==> src/shared/irq_event_pkg.sv <==
/*
 * Constants for the interrupt status and enable block of the host controller:
 * command codes, field positions, masks and reset values.
 * Assumes the bus interface presents register accesses as one-cycle commands.
 */
package irq_event_pkg;

	// ==========================================================
	// Command codes of the parallel host bus
	localparam logic [7:0]  CODE_FLAGS_RD   = 8'h03;
	localparam logic [7:0]  CODE_FLAGS_WR   = 8'h83;
	localparam logic [7:0]  CODE_ENABLES_RD = 8'h04;
	localparam logic [7:0]  CODE_ENABLES_WR = 8'h84;

	// ==========================================================
	// Bit positions shared by both registers, the enables-only global enable bit and the frame index MSB
	localparam int          BIT_ROOT_PORT_CHANGE   = 6;
	localparam int          BIT_FRAME_COUNT_WRAP   = 5;
	localparam int          BIT_FATAL_SYSTEM_FAULT = 4;
	localparam int          BIT_RESUME_DETECTED    = 3;
	localparam int          BIT_FRAME_BEGIN        = 2;
	localparam int          BIT_SCHED_OVERRUN      = 0;
	localparam int          BIT_GLOBAL_IRQ_ENABLE  = 31;
	localparam int          BIT_FRAME_INDEX_MSB    = 15;

	// ==========================================================
	// Implemented bits, reset values and the tally step
	localparam logic [31:0] FLAGS_MASK     = 32'h0000007d;
	localparam logic [31:0] ENABLES_MASK   = 32'h8000007d;
	localparam logic [31:0] FLAGS_RESET    = 32'h00000000;
	localparam logic [31:0] ENABLES_RESET  = 32'h00000000;
	localparam logic [1:0]  TALLY_RESET    = 2'h0;
	localparam logic [1:0]  TALLY_STEP     = 2'h1;

endpackage

==> src/design/irq_event_block.sv <==
/*
 * Interrupt status and enable logic of the embedded host controller.
 * Sticky event flags, set-only enables, global enable, level interrupt request,
 * overrun tally and the fault halt. Assumes every input, bus commands included,
 * comes from logic on I_CLK; the bus interface delivers one command per pulse.
 */

module irq_event_block
	import irq_event_pkg::*;
(
	input  wire logic        I_CLK,
	input  wire logic        I_RSTN,
	input  wire logic        I_SW_RESET,
	input  wire logic        I_CMD_VALID,
	input  wire logic [7:0]  I_CMD_CODE,
	input  wire logic [31:0] I_CMD_WDATA,
	input  wire logic [31:0] I_ROOT_HUB_STATE,
	input  wire logic [31:0] I_PORT1_STATE,
	input  wire logic [31:0] I_PORT2_STATE,
	input  wire logic [15:0] I_FRAME_INDEX,
	input  wire logic        I_SYS_FAULT,
	input  wire logic        I_REMOTE_RESUME,
	input  wire logic        I_SW_RESUME,
	input  wire logic        I_FRAME_START,
	input  wire logic        I_SCHED_OVERRUN,
	output logic             O_IRQ,
	output logic [31:0]      O_RDATA,
	output logic             O_RDATA_VALID,
	output logic [1:0]       O_OVERRUN_TALLY,
	output logic             O_HALT,
	output logic             O_SOF_REQUEST
);

	// ==========================================================
	// State
	logic [31:0] flags;
	logic [31:0] enables;
	logic [31:0] prev_root;
	logic [31:0] prev_port1;
	logic [31:0] prev_port2;
	logic        prev_msb;
	logic        prev_resume;
	logic        track_valid;

	logic [31:0] next_flags;
	logic [31:0] next_enables;
	logic [31:0] next_rdata;
	logic        next_rdata_valid;
	logic [1:0]  next_tally;
	logic        next_halt;
	logic        next_irq;
	logic [31:0] set_bits;
	logic [31:0] clr_bits;
	logic        wr_flags;
	logic        wr_enables;
	logic        any_reset;
	logic        next_sof;
	logic        next_track;

	// ==========================================================
	// Next values
	always_comb begin
		any_reset  = !I_RSTN || I_SW_RESET;
		wr_flags   = I_CMD_VALID && (I_CMD_CODE == CODE_FLAGS_WR);
		wr_enables = I_CMD_VALID && (I_CMD_CODE == CODE_ENABLES_WR);

		set_bits = '0;
		// The first cycle after reset only primes the trackers, so no false change
		if (track_valid) begin
			set_bits[BIT_ROOT_PORT_CHANGE] = (I_ROOT_HUB_STATE != prev_root) ||
				(I_PORT1_STATE != prev_port1) || (I_PORT2_STATE != prev_port2);
			set_bits[BIT_FRAME_COUNT_WRAP] = I_FRAME_INDEX[BIT_FRAME_INDEX_MSB] != prev_msb;
			set_bits[BIT_RESUME_DETECTED]  = I_REMOTE_RESUME && !prev_resume && !I_SW_RESUME;
		end
		set_bits[BIT_FATAL_SYSTEM_FAULT] = I_SYS_FAULT;
		set_bits[BIT_FRAME_BEGIN]        = I_FRAME_START;
		set_bits[BIT_SCHED_OVERRUN]      = I_SCHED_OVERRUN;

		clr_bits = wr_flags ? (I_CMD_WDATA & FLAGS_MASK) : '0;
		// An event in the clearing cycle wins, so nothing is lost
		next_flags = ((flags & ~clr_bits) | set_bits) & FLAGS_MASK;

		next_enables = enables;
		if (wr_enables)
			next_enables = enables | (I_CMD_WDATA & ENABLES_MASK);

		next_tally = O_OVERRUN_TALLY;
		if (I_SCHED_OVERRUN)
			next_tally = O_OVERRUN_TALLY + TALLY_STEP;

		next_halt = O_HALT || I_SYS_FAULT;

		next_sof   = I_FRAME_START;
		next_track = 1'b1;

		// Registered level: built from the next flags, so it rises and drops in the same cycle as the flags
		next_irq = (|(next_flags & next_enables & FLAGS_MASK)) &&
			next_enables[BIT_GLOBAL_IRQ_ENABLE];

		next_rdata       = '0;
		next_rdata_valid = 1'b0;
		if (I_CMD_VALID && (I_CMD_CODE == CODE_FLAGS_RD)) begin
			next_rdata       = flags & FLAGS_MASK;
			next_rdata_valid = 1'b1;
		end else if (I_CMD_VALID && (I_CMD_CODE == CODE_ENABLES_RD)) begin
			next_rdata       = enables & ENABLES_MASK;
			next_rdata_valid = 1'b1;
		end

		if (any_reset) begin
			next_flags   = FLAGS_RESET;
			next_enables = ENABLES_RESET;
			next_tally   = TALLY_RESET;
			next_halt    = 1'b0;
			next_irq     = 1'b0;
			next_sof     = 1'b0;
			next_track   = 1'b0;
		end
	end

	// ==========================================================
	// Registers
	always_ff @(posedge I_CLK) begin
		flags           <= next_flags;
		enables         <= next_enables;
		O_OVERRUN_TALLY <= next_tally;
		O_HALT          <= next_halt;
		O_IRQ           <= next_irq;
		O_RDATA         <= next_rdata;
		O_RDATA_VALID   <= next_rdata_valid;
		O_SOF_REQUEST   <= next_sof;
		prev_root       <= I_ROOT_HUB_STATE;
		prev_port1      <= I_PORT1_STATE;
		prev_port2      <= I_PORT2_STATE;
		prev_msb        <= I_FRAME_INDEX[BIT_FRAME_INDEX_MSB];
		prev_resume     <= I_REMOTE_RESUME;
		track_valid     <= next_track;
	end

	logic quiet_next;
	assign quiet_next = I_RSTN && !I_SW_RESET;
endmodule

==> config.mk <==
export PLATFORM = sky130hd
export DESIGN_NAME = irq_event_block
export DESIGN_NICKNAME = d
export VERILOG_FILES = /design/src/shared/irq_event_pkg.sv /design/src/design/irq_event_block.sv
export SDC_FILE = /design/constraint.sdc
export NUM_CORES = 1
export LEC_CHECK = 0
export ABC_CLOCK_PERIOD_IN_PS = 2009
export BUFFER_PORTS_ARGS = -buffer_cell sky130_fd_sc_hd__buf_2
export CAP_MARGIN = 30
export CORE_MARGIN = 5
export CORE_UTILIZATION = 32
export DETAILED_ROUTE_END_ITERATION = 16
export PLACE_DENSITY = 0.64
export RECOVER_POWER = 50
export SLEW_MARGIN = 25
export SYNTH_ARGS = -nofsm -noshare
export SYNTH_HDL_FRONTEND = slang
export SYNTH_SLANG_ARGS = --single-unit
==> constraint.sdc <==
create_clock -name I_CLK -period 2.01 [get_ports I_CLK]
set_clock_uncertainty 0.1 [all_clocks]
set_input_delay 0 -clock I_CLK [delete_from_list [all_inputs] [get_ports I_CLK]]
set_output_delay 0 -clock I_CLK [all_outputs]
set_load 0.1 [all_outputs]
# == Word level (Yosys, flattened, before mapping) ==
# Index checks and enable logic that the tools add are counted.
# totals
reg_bits,175
in_bits,161
output_inout_bits,38
wordCells,55
# op_classes
n_addsub,1
eq_ne,8
n_mux,8
bitwise,6
reduce_logical,16
# op_table
op,count
inequality test 32 bit,3
2-to-1 mux 32 bit,1
OR 32 bit,1
2-to-1 mux 7 bit,3
equality test 8 bit (second input constant),2
AND 7 bit,2
equality test 8 x 2 -> 1 bit (second input constant),1
equality test 8 x 3 -> 1 bit (second input constant),1
logical AND 1 bit,7
NOT 7 bit,1
OR 7 bit,1
OR reduction 6 bit,1
logical OR 1 bit,4
logical NOT 1 bit,3
2-to-1 mux 1 bit,3
adder 2 x 1 -> 2 bit (second input constant),1
2-to-1 mux 2 bit,1
OR reduction 2 bit,1
inequality test 1 bit,1
NOT 1 bit,1

# == Depth between registers and ports, before layout ==
# Gate-level depths: netlist of run 1.
# logic_depth
ltp_word,9
mapped_depth,7
mapped_depth_nobuf,6

# == Worst setup path before layout of run 1 ==
# Ideal clock, no wire load.
# synth_timing
kind,register to register
startpoint,register prev_port1[4]
endpoint,register O_IRQ
setup_time_ns,0.125
arrival_ns,1.335
t_required_ns,1.785
path_slack_ns,0.450
stages_incl_launch_ff,7
n_path_buf,0
period_less_slack_ns,1.560
path_cell_list,dfxtp_1 -> xor2_1 -> nor4_1 -> nand4_1 -> or3_1 -> o22ai_2 -> o22ai_1
# synth_between
elab_chain_len,8
# synth_rtl
item,line,rtl
start: declaration,irq_event_block.sv:39,logic [31:0] prev_port1;
start signal: assignment,irq_event_block.sv:133,prev_port1 <= I_PORT1_STATE;
inequality test 32 bit,irq_event_block.sv:71,(I_PORT1_STATE != prev_port1) || (I_PORT2_STATE != prev_port2);
logical OR 1 bit,irq_event_block.sv:70,set_bits[BIT_ROOT_PORT_CHANGE] = (I_ROOT_HUB_STATE != prev_root) ||
logical OR 1 bit,irq_event_block.sv:71,
2-to-1 mux 2 bit,irq_event_block.sv:69,if (track_valid) begin
OR 7 bit,irq_event_block.sv:81,next_flags = ((flags & ~clr_bits) | set_bits) & FLAGS_MASK;
AND 7 bit,irq_event_block.sv:97,next_irq = (|(next_flags & next_enables & FLAGS_MASK)) &&
OR reduction 6 bit,irq_event_block.sv:97,
logical AND 1 bit,irq_event_block.sv:97,
end signal: assignment,irq_event_block.sv:128,O_IRQ <= next_irq;
end: declaration,irq_event_block.sv:26,"output logic O_IRQ,"
# No other way between the ends.
# A chain may end at the register's enable or synchronous reset.

# == Worst setup path in the final report of run 1 ==
# layout_timing
startpoint,input I_CMD_CODE[7]
endpoint,register O_IRQ
# layout_between
elab_chain_len,9
elab_cells_between_ends,12
classes_between,eq/ne: 2; mux: 2; bitwise: 4; reduce/logical: 4
# layout_rtl
item,line,rtl
start: declaration,irq_event_block.sv:15,"input wire logic [7:0] I_CMD_CODE,"
equality test 8 bit,irq_event_block.sv:64,wr_flags = I_CMD_VALID && (I_CMD_CODE == CODE_FLAGS_WR);
logical AND 1 bit,irq_event_block.sv:64,
2-to-1 mux 7 bit,irq_event_block.sv:79,clr_bits = wr_flags ? (I_CMD_WDATA & FLAGS_MASK) : '0;
NOT 7 bit,irq_event_block.sv:81,
AND 7 bit,irq_event_block.sv:81,
OR 7 bit,irq_event_block.sv:81,
AND 7 bit,irq_event_block.sv:97,
OR reduction 6 bit,irq_event_block.sv:97,
logical AND 1 bit *,irq_event_block.sv:97,
# Mark *: on every way between the ends. The rest lies on a longest branch, timed or not.

==> metrics.csv, run 1 <==
stage,metric,value,unit
detailed_routing,Final ANT Viol Nets,0,
synthesis,Synthesis Warnings,0,
worst_setup_path,Worst Reg-to-Reg Cells,6,
synthesis,XOR/XNOR Fraction of Synth Area,20.7,%
global_route,GRT overflow,0,
cts,Worst-path clk slew,0.05,ns
floorplan,Initial Util,32.9,%
global_route,initial antenna violation count,1,
global_route,first-pass GRT wire length,17.6,mm
worst_setup_path,Worst EP arrival,2.10,ns
synthesis,Synth Instances,351,
detailed_routing,final WL,10.5,mm
floorplan,die width,124,um
worst_setup_path,Critical Path Sink,O_IRQ,
cells_and_area,post-route insts no fill,803,
sta,post-route minimum period,1.92,ns
placement,Inst Count DP,651,
power_and_ir_drop,pwr dens,994,mW/mm^2
synthesis,"FF+latch count, synth",125,
detailed_routing,vias,3324,
sta,Final Worst Setup Slack,0.0905,ns
detailed_routing,drt pass-1 iters,4,
cts,Skew-Pair Late Insertion Delay,0.40,ns
synthesis,Yosys cell types,31,
sta,Fmax achieved,521,MHz
synthesis,Synth Area in Compound Gates,3.92,%
cells_and_area,multi-input logic area,0.00156,mm^2
synthesis,post-synth top area share,59.8,%
global_route,vias in the first global route,3778,
global_route,largest net degree at the start of global routing,17,
worst_setup_path,RR Endpoint,O_IRQ,
synthesis,post-synthesis sequential area ratio,59.8,%
cts,clock root buffer,clkbuf_16,
cts,CTS max path bufs,2,
placement,setup slack at placement,0.172,ns
hold_path,Tightest Hold Check Type,primary input to flip-flop,
cts,cts bufs inserted,17,
cts,CTS tree,done,
cells_and_area,Layout area overhead,60.3,%
floorplan,IO Count,199,
detailed_routing,DRC errors left,0,
worst_setup_path,Setup crit start,I_CMD_CODE[7],
outcome,run status,completed,
detailed_routing,DRT iter0 DRCs,177,
cts,H-tree Lvls,4,
cells_and_area,share of layout cells above drive strength 1,16.7,%
cts,Post-CTS Setup Bufs,0,
floorplan,CORE AREA,0.0127,mm^2
worst_setup_path,Critical Path Start Type,primary input,
synthesis,"Cell Area, Synth",0.00418,mm^2
worst_setup_path,reg-to-reg setup timing slack,0.19,ns
sta,Final Hold Violating Endpoints,0,
synthesis,adder-cell share of the synthesized area,0,%
floorplan,die height,124,um
worst_setup_path,Setup crit end kind,flip-flop,
placement,I/O Buffers,133,
cts,clock sinks,125,
flow_run,maxcap violations,0,
detailed_routing,wire per inst,13.1,um
sta,count of final max-slew check failures,0,
cells_and_area,FF/Latch Area,0.00250,mm^2
worst_setup_path,maximum fanout along the worst path,8,
cells_and_area,Nets,778,
worst_setup_path,Worst EP required,2.19,ns
synthesis,mean post-synth cell area,11.9,um^2
floorplan,DIE AREA,0.0155,mm^2
placement,DP Wirelength,6.67,mm
synthesis,dominant cells by area after synthesis,"dfxtp_1 (60%), xnor2_1 (14%), xor2_1 (7.1%)",
placement,Final Wtd Congestion,0.757,
floorplan,Rows,41,
worst_setup_path,worst reg2reg startpoint,prev_port1[4],
synthesis,largest family of logic cells by synthesized area,XOR/XNOR gates,
power_and_ir_drop,peak supply drop,611,uV
synthesis,mux cell area share after synthesis,0,%
global_route,gr usage total,14.0,%
sta,period utilization,95.5,%
synthesis,simple-gate share of the synthesized area,10.2,%
power_and_ir_drop,leakage,2.70,nW
sta,number of setup violations in the final report,0,
worst_setup_path,Crit Path Class,primary input to flip-flop,
synthesis,Synth area leader,dfxtp_1,
detailed_routing,Vias/cell,4.14,
cells_and_area,Filler Cells Inserted,1121,
cells in the mapped netlist, drive strengths merged:
master	number
and3b	2
a21oi	10
nand2b	1
xor2	34
clkbuf	3
a22o	6
o22ai	3
nor4bb	1
and2	1
or3	2
and3	2
a311oi	2
a21boi	1
nand4	23
nor2	20
and4bb	1
nand2	1
conb	1
xnor2	65
nor4b	2
buf	27
nor4	13
a22oi	1
dfxtp	125
or2	1
inv	3
worst min-delay path by stage:
stage / startpoint / end / slack (ns) / cells after the start
2_1_floorplan: I_FRAME_INDEX[15] / prev_msb / -0.07 / 0
3_3_place_gp: I_REMOTE_RESUME / prev_resume / 0.01 / 1
3_5_place_dp: I_REMOTE_RESUME / prev_resume / 0.02 / 1
4_1_cts: I_CMD_CODE[3] / O_RDATA[31] / 0.11 / 4
5_1_grt: I_CMD_CODE[5] / O_RDATA[3] / 0.14 / 4
6_report: I_CMD_CODE[3] / O_RDATA[31] / 0.14 / 4
worst max-delay path, stage by stage:
cell and delay, ns:
dlygate4sd3_1 0.53, clkbuf_4 0.18, nand4_1 0.08, dlygate4sd3_1 0.58
a22oi_1 0.22, nor2_1 0.08, nor4_1 0.31, o22ai_1 0.12
routing by layer:
metal / vias up / GRT usage [%] / wire [um] / part of all wire, %
met2: 129 / 26.0 / 5630 / 53
met5: - / 0 / 0 / 0
li1: 1667 / - / - / -
met1: 1514 / 13.6 / 3940 / 37
met3: 14 / 6.30 / 831 / 7.9
met4: 0 / 4.90 / 147 / 1.4
report_power, final:
group / internal [W] / leakage [nW] / switching (W)
logic: 0.000349 / 1.36 / 0.000430
clock network: 0.00217 / 0.302 / 0.00107
registers: 0.00259 / 1.05 / 0.0000518
total: 0.00512 / 2.70 / 0.00155
cell type report:
cell class | instances | area share, %
flip-flops and latches | 125 | 37.3
repair buffers | 253 | 26.6
well taps | 172 | 3.21
clock buffers | 22 | 7.07
inverters | 3 | 0.168
clock inverters | 10 | 2.41
multi-input cells | 217 | 23.2
diodes | 1 | 0.0373
flip-flops by register name, indices dropped and copies added, names as in the netlist:
register / count
prev_port1: 32
prev_root: 32
O_IRQ: 1
O_RDATA_VALID: 1
O_HALT: 1
O_OVERRUN_TALLY: 2
flags: 6
enables: 7
O_RDATA: 7
track_valid: 1
prev_msb: 1
prev_port2: 32
prev_resume: 1
O_SOF_REQUEST: 1
stage by stage:
step	power (W)	utilization [%]	hold slack (ns)	TNS, ns	instance area, um^2
2_1_floorplan	0.00314	-	-0.0723	0	4270
3_3_place_gp	0.00329	38.9	0.0139	0	4950
3_5_place_dp	0.00331	38.9	0.0215	0	4950
4_1_cts	0.00674	53.3	0.109	0	6780
5_1_grt	0.00693	52.7	0.144	-0.0105	6710
6_report	0.00667	52.7	0.139	0	6710
cell usage in the layout (no fill, tap or decap), types with 2 or more instances in the layout:
cell type,Yosys,routed
a21oi_1,10,9
xor2_1,34,34
bufinv_16,0,4
and3b_2,2,2
dfxtp_1,125,125
clkinv_2,0,2
o22ai_1,2,2
nand4_1,23,23
clkinvlp_4,0,3
nor2_1,20,20
a311oi_1,2,2
dlygate4sd3_1,0,119
or3_1,2,2
xnor2_1,65,65
clkbuf_1,3,70
inv_1,3,3
clkbuf_8,0,3
conb_1,1,25
buf_2,1,64
nor4_1,13,13
a22o_1,6,6
clkbuf_16,0,17
cells by family after synthesis:
logic type | Yosys count
other | 1
AO/OA/AOI/OAI | 23
XOR/XNOR | 99
buffers and inverters | 33
flip-flops | 125
AND/OR/NAND/NOR | 70
repair_timing:
action / 4_1_cts / 5_1_grt
gates resized for setup: 0 / 2
hold buffers: 119 / 0
setup endpoints to repair: 0 / 1
endpoints found under the hold margin: 117 / 0
(Power assumes the default switching activity.)
==> inputs of run 2 (changes only) <==
--- a/config.mk
+++ b/config.mk
@@ -7,13 +7,12 @@
 export LEC_CHECK = 0
 export ABC_CLOCK_PERIOD_IN_PS = 2009
 export BUFFER_PORTS_ARGS = -buffer_cell sky130_fd_sc_hd__buf_2
-export CAP_MARGIN = 30
-export CORE_MARGIN = 5
+export CAP_MARGIN = 20
+export CORE_MARGIN = 3
 export CORE_UTILIZATION = 32
 export DETAILED_ROUTE_END_ITERATION = 16
 export PLACE_DENSITY = 0.64
 export RECOVER_POWER = 50
-export SLEW_MARGIN = 25
 export SYNTH_ARGS = -nofsm -noshare
 export SYNTH_HDL_FRONTEND = slang
 export SYNTH_SLANG_ARGS = --single-unit
==> run 2 against run 1 <==
Effect of this change:
- first-iteration DRC count is 51% lower
- highest routed layer unchanged
- hold slack worse by 0.085 ns
- critical path depth stayed put
- critical endpoint unchanged
- setup slack better by 0.027 ns
- non-clock buffer count is 1 lower
- register-to-register slack better by 0.02 ns
- sequential share of layout area is 0.35 points higher
==> metrics.csv, run 2 (synthesis results as in run 1) <==
stage,metric,value,unit,change
sta,Final Worst Setup Slack,0.117,ns,was 0.0905 ns
floorplan,Initial Util,32.9,%,unchanged
cts,cts bufs inserted,17,,unchanged
global_route,GRT Max-Usage Layer,met2,,unchanged
cts,post_cts resized,0,,unchanged
detailed_routing,wire per inst,13.5,um,was 13.1 um
detailed_routing,DRT iter0 DRCs,86,,was 177
detailed_routing,vias,3377,,was 3324
cells_and_area,Layout area overhead,58.8,%,was 60.3%
cells_and_area,# diodes,0,,was 1
detailed_routing,final WL,10.8,mm,was 10.5 mm
placement,setup slack at placement,0.194,ns,was 0.172 ns
floorplan,CORE AREA,0.0127,mm^2,unchanged
sta,RSZ-0062 raised after global routing,false,,
sta,WHS,0.0540,ns,was 0.139 ns
cts,clock sinks,125,,unchanged
sta,number of setup violations in the final report,0,,unchanged
floorplan,IO Count,199,,unchanged
cells_and_area,share of layout cells above drive strength 1,16.2,%,was 16.7%
sta,Final Hold Violating Endpoints,0,,unchanged
worst_setup_path,Worst EP arrival,2.08,ns,was 2.10 ns
sta,period utilization,94.2,%,was 95.5%
placement,I/O Buffers,133,,unchanged
cts,CTS tree,done,,unchanged
global_route,gr usage total,15.6,%,was 14.0%
power_and_ir_drop,Tot Pwr,0.00649,W,was 0.00667 W
floorplan,DIE AREA,0.0145,mm^2,was 0.0155 mm^2
global_route,GRT met3 Usage,5.38,%,was 6.30%
sta,setup TNS,0,ns,unchanged
floorplan,Rows,41,,unchanged
detailed_routing,drt pass-1 iters,4,,unchanged
worst_setup_path,Worst EP required,2.20,ns,was 2.19 ns
outcome,run status,completed,,unchanged
cts,Skew-Pair Late Insertion Delay,0.41,ns,was 0.40 ns
global_route,initial antenna violation count,0,,was 1
cells_and_area,biggest regs,"prev_port1: 32 flops, prev_port2: 32 flops, prev_root: 32 flops",,unchanged
power_and_ir_drop,peak supply drop,648,uV,was 611 uV
global_route,GRT overflow,0,,unchanged
cts,H-tree Lvls,4,,unchanged
worst_setup_path,Setup crit end kind,flip-flop,,unchanged
placement,Final Wtd Congestion,0.778,,was 0.757
global_route,M1 GR Usage,14.7,%,was 13.6%
cells_and_area,"commonest non-fill, non-tap cell in the layout",dfxtp_1,,unchanged
detailed_routing,DRC errors left,0,,unchanged
cells_and_area,Nets,777,,was 778
global_route,first-pass GRT wire length,17.5,mm,was 17.6 mm
cts,Worst-path clk slew,0.06,ns,was 0.05 ns
floorplan,die height,120,um,was 124 um
detailed_routing,Vias/cell,4.22,,was 4.14
placement,DP Wirelength,6.39,mm,was 6.67 mm
worst_setup_path,Crit Path Class,primary input to flip-flop,,unchanged
power_and_ir_drop,pwr dens,977,mW/mm^2,was 994 mW/mm^2
sta,post-route minimum period,1.89,ns,was 1.92 ns
global_route,vias in the first global route,3776,,was 3778
sta,Fmax achieved,528,MHz,was 521 MHz
detailed_routing,Final ANT Viol Nets,0,,unchanged
cts,clock root buffer,clkbuf_16,,unchanged
cells_and_area,most frequent cells in the layout,"dfxtp_1 (125), dlygate4sd3_1 (118), clkbuf_1 (72)",,"was dfxtp_1 (125), dlygate4sd3_1 (119), clkbuf_1 (70)"
global_route,global routing usage on met2,29.6,%,was 26.0%
worst_setup_path,Critical Path Start Type,primary input,,unchanged
worst_setup_path,maximum fanout along the worst path,8,,unchanged
cts,CTS max path bufs,2,,unchanged
power_and_ir_drop,leakage,2.69,nW,was 2.70 nW
sta,count of final max-slew check failures,0,,unchanged
global_route,largest net degree at the start of global routing,17,,unchanged
flow_run,maxcap violations,0,,unchanged
hold_path,Tightest Hold Check Type,primary input to flip-flop,,unchanged
cells_and_area,Filler Cells Inserted,1150,,was 1121
floorplan,die width,120,um,was 124 um
-- run 2: through the flow --
stage                     std cells  util, %  area [um^2]
after floorplan                 375        -         4270
after global placement          651     38.9         4950
after detailed placement        651     38.9         4950
after CTS                       801     52.9         6730
after global routing            801     52.2         6640
final                           801     52.2         6640
-- run 2: cell type report --
class	instances	area, um^2	share of cell area, %
Inverter	3	11.3	0.170
Clock inverter	11	143	2.15
Timing Repair Buffer	252	1770	26.6
Tap cell	172	215	3.24
Multi-Input combinational cell	217	1550	23.4
Clock buffer	21	450	6.78
Sequential cell	125	2500	37.7
-- run 2: final timing paths --
check                start  endpoint  slack, ns  cells after the start
max          I_CMD_CODE[7]     O_IRQ       0.12                      8
min             I_SW_RESET     O_IRQ       0.05                      4
max reg2reg  prev_port1[7]     O_IRQ       0.21                      6
min reg2reg         O_HALT    O_HALT       0.36                      2
-- run 2: timing repair --
item	in CTS	in global routing
buffers inserted	0	0
hold endpoints to repair	116	0
hold buffers	118	0
endpoints found under the setup margin	0	1
-- run 2: critical path, cell delays in order --
cell           delay (ns)
dlygate4sd3_1        0.52
buf_2                0.16
nand4_1              0.09
dlygate4sd3_1        0.57
a21oi_1              0.20
o22ai_1              0.14
nor4_1               0.28
o22ai_1              0.12
-- run 2: power by group --
part           total (W)  internal (W)  switching [W]
registers        0.00265       0.00259      0.0000526
logic           0.000780      0.000347       0.000433
clock network    0.00307       0.00198        0.00109
total            0.00649       0.00492        0.00158
-- run 2: per-layer routing --
layer,vias to the layer above,part of all wire (%)
met5,-,0
met3,27,6.7
met4,0,3.0
li1,1669,-
met2,139,53
met1,1542,37
==> inputs of run 3 (changes only) <==
--- a/config.mk
+++ b/config.mk
@@ -9,9 +9,9 @@
 export BUFFER_PORTS_ARGS = -buffer_cell sky130_fd_sc_hd__buf_2
 export CAP_MARGIN = 20
 export CORE_MARGIN = 3
-export CORE_UTILIZATION = 32
+export CORE_UTILIZATION = 45
 export DETAILED_ROUTE_END_ITERATION = 16
-export PLACE_DENSITY = 0.64
+export PLACE_DENSITY = 0.83
 export RECOVER_POWER = 50
 export SYNTH_ARGS = -nofsm -noshare
 export SYNTH_HDL_FRONTEND = slang
==> run 3 against run 2 <==
Effect of this change:
- routed wire length is 6.2% higher
- combinational power is 2.8% higher
- hold slack worse by 0.022 ns
- utilization is 22 points higher
- global-route usage is 7.4 points higher
- fmax hardly changed
- setup slack better by 0.0017 ns
- die area is 28% lower
- first-iteration DRC count is 26% lower
- sequential power hardly changed
- final area is 1.1% lower
- cell count is 7.6% lower
==> metrics.csv, run 3 (synthesis results as in run 1) <==
stage,metric,value,unit,change
cells_and_area,Layout area overhead,56.9,%,was 58.8%
sta,RSZ-0062 raised after global routing,false,,unchanged
detailed_routing,vias,3466,,was 3377
power_and_ir_drop,Sw Share,25.7,%,was 24.3%
power_and_ir_drop,pwr dens,963,mW/mm^2,was 977 mW/mm^2
sta,Final Hold Violating Endpoints,0,,unchanged
power_and_ir_drop,Clk pwr share,45.4,%,was 47.2%
floorplan,IO Count,199,,unchanged
global_route,largest net degree at the start of global routing,17,,unchanged
detailed_routing,DRT iter0 DRCs,64,,was 86
floorplan,Initial Util,47.1,%,was 32.9%
cells_and_area,biggest regs,"prev_port1: 32 flops, prev_port2: 32 flops, prev_root: 32 flops",,unchanged
global_route,GRT overflow,0,,unchanged
placement,DP Wirelength,6.27,mm,was 6.39 mm
worst_setup_path,reg-to-reg setup timing slack,0.16,ns,was 0.21 ns
placement,Final Wtd Congestion,0.817,,was 0.778
global_route,vias in the first global route,3901,,was 3776
power_and_ir_drop,peak supply drop,717,uV,was 648 uV
power_and_ir_drop,Internal,0.00470,W,was 0.00492 W
cells_and_area,post-route insts no fill,740,,was 801
placement,I/O Buffers,133,,unchanged
floorplan,CORE AREA,0.00889,mm^2,was 0.0127 mm^2
worst_setup_path,Crit Path Class,primary input to flip-flop,,unchanged
cts,clock root buffer,clkbuf_8,,was clkbuf_16
cells_and_area,"commonest non-fill, non-tap cell in the layout",dfxtp_1,,unchanged
power_and_ir_drop,power share of the combinational group,12.7,%,was 12.0%
global_route,first-pass GRT wire length,18.3,mm,was 17.5 mm
cts,H-tree Lvls,4,,unchanged
hold_path,Tightest Hold Check Type,primary input to flip-flop,,unchanged
cts,CTS tree,done,,unchanged
sta,count of final max-slew check failures,0,,unchanged
flow_run,maxcap violations,0,,unchanged
global_route,gr usage total,23.0,%,was 15.6%
detailed_routing,wire per inst,15.5,um,was 13.5 um
sta,number of setup violations in the final report,0,,unchanged
sta,post-route minimum period,1.89,ns,about the same
detailed_routing,drt pass-1 iters,4,,unchanged
worst_setup_path,Worst EP required,2.28,ns,was 2.20 ns
floorplan,die width,102,um,was 120 um
cts,CTS max path bufs,2,,unchanged
cells_and_area,# diodes,0,,unchanged
floorplan,die height,102,um,was 120 um
sta,period utilization,94.1,%,was 94.2%
cells_and_area,most frequent cells in the layout,"dfxtp_1 (125), dlygate4sd3_1 (121), clkbuf_1 (70)",,"was dfxtp_1 (125), dlygate4sd3_1 (118), clkbuf_1 (72)"
worst_setup_path,Setup crit start,I_CMD_CODE[7],,unchanged
power_and_ir_drop,leakage,2.69,nW,about the same
worst_setup_path,maximum fanout along the worst path,8,,unchanged
power_and_ir_drop,Reg power frac,42.0,%,was 40.8%
cts,cts bufs inserted,17,,unchanged
hold_path,Hold Crit Start,I_CMD_CODE[0],,was I_SW_RESET
worst_setup_path,Worst EP arrival,2.17,ns,was 2.08 ns
floorplan,DIE AREA,0.0105,mm^2,was 0.0145 mm^2
global_route,initial antenna violation count,0,,unchanged
power_and_ir_drop,Net Switching,0.00162,W,was 0.00158 W
detailed_routing,DRC errors left,0,,unchanged
cells_and_area,Nets,780,,was 777
outcome,run status,completed,,unchanged
cts,Skew-Pair Late Insertion Delay,0.50,ns,was 0.41 ns
cells_and_area,Filler Cells Inserted,592,,was 1150
detailed_routing,Vias/cell,4.68,,was 4.22
worst_setup_path,Setup crit end kind,flip-flop,,unchanged
floorplan,Rows,34,,was 41
cells_and_area,share of layout cells above drive strength 1,16.5,%,was 16.2%
worst_setup_path,Critical Path Start Type,primary input,,unchanged
cts,clock sinks,125,,unchanged
sta,Fmax achieved,529,MHz,was 528 MHz
detailed_routing,Final ANT Viol Nets,0,,unchanged
placement,Inst Count DP,587,,was 651
sta,setup TNS,0,ns,unchanged
worst_setup_path,worst reg2reg startpoint,prev_root[19],,was prev_port1[7]
detailed_routing,final WL,11.5,mm,was 10.8 mm
cts,Worst-path clk slew,0.06,ns,about the same
==> run 3: power by group through the flow <==
stage | Clock (W) | Combinational [W] | Sequential [W]
after floorplan | 0 | 0.000432 | 0.00271
after global placement | 0 | 0.000592 | 0.00269
after detailed placement | 0 | 0.000609 | 0.00270
after CTS | 0.00290 | 0.000790 | 0.00265
after global routing | 0.00303 | 0.000859 | 0.00266
final | 0.00287 | 0.000802 | 0.00265
==> run 3: repair_timing <==
action / CTS / global route
hold endpoints to repair: 118 / 0
gates resized for setup: 0 / 0
hold buffers: 121 / 0
setup endpoints to repair: 0 / 0
setup buffers: 0 / 0
==> run 3: final timing paths <==
check | end | cells past startpoint
min reg2reg | O_RDATA[31] | 1
min | O_RDATA[31] | 4
max | flags[4] | 7
max reg2reg | O_IRQ | 6
==> run 3: area by class of cell <==
cell class	count	area, um^2	share of cell area [%]
tap	108	135	2.06
sequential	125	2500	38.1
multi-input combinational	217	1550	23.6
inverter	3	11.3	0.171
clock inverter	11	108	1.64
timing repair buffer	255	1800	27.4
clock buffer	21	459	6.99
==> run 3: metal layers <==
layer,global-route usage [%],up-vias,routed length [um]
met4,10.6,0,288
met3,6.83,28,731
met2,42.9,182,6230
met1,23.4,1578,4220
met5,0,-,0
li1,-,1678,-
==> run 3: metrics by stage <==
step	total power (W)	util (%)	cell area, um^2	hold WS, ns	setup WS (ns)
2_1_floorplan	0.00314	-	4270	-0.0723	0.450
3_3_place_gp	0.00328	54.8	4870	0.0143	0.228
3_5_place_dp	0.00331	54.8	4870	0.0177	0.229
4_1_cts	0.00633	74.8	6650	0.000711	0.191
5_1_grt	0.00655	73.9	6570	0.0427	0.0210
6_report	0.00632	73.9	6570	0.0321	0.119
==> run 3: critical path: stages <==
cell           delay (ns)
dlygate4sd3_1        0.52
buf_2                0.17
nand4_1              0.09
dlygate4sd3_1        0.58
a21oi_1              0.20
nor2_1               0.05
dlygate4sd3_1        0.55
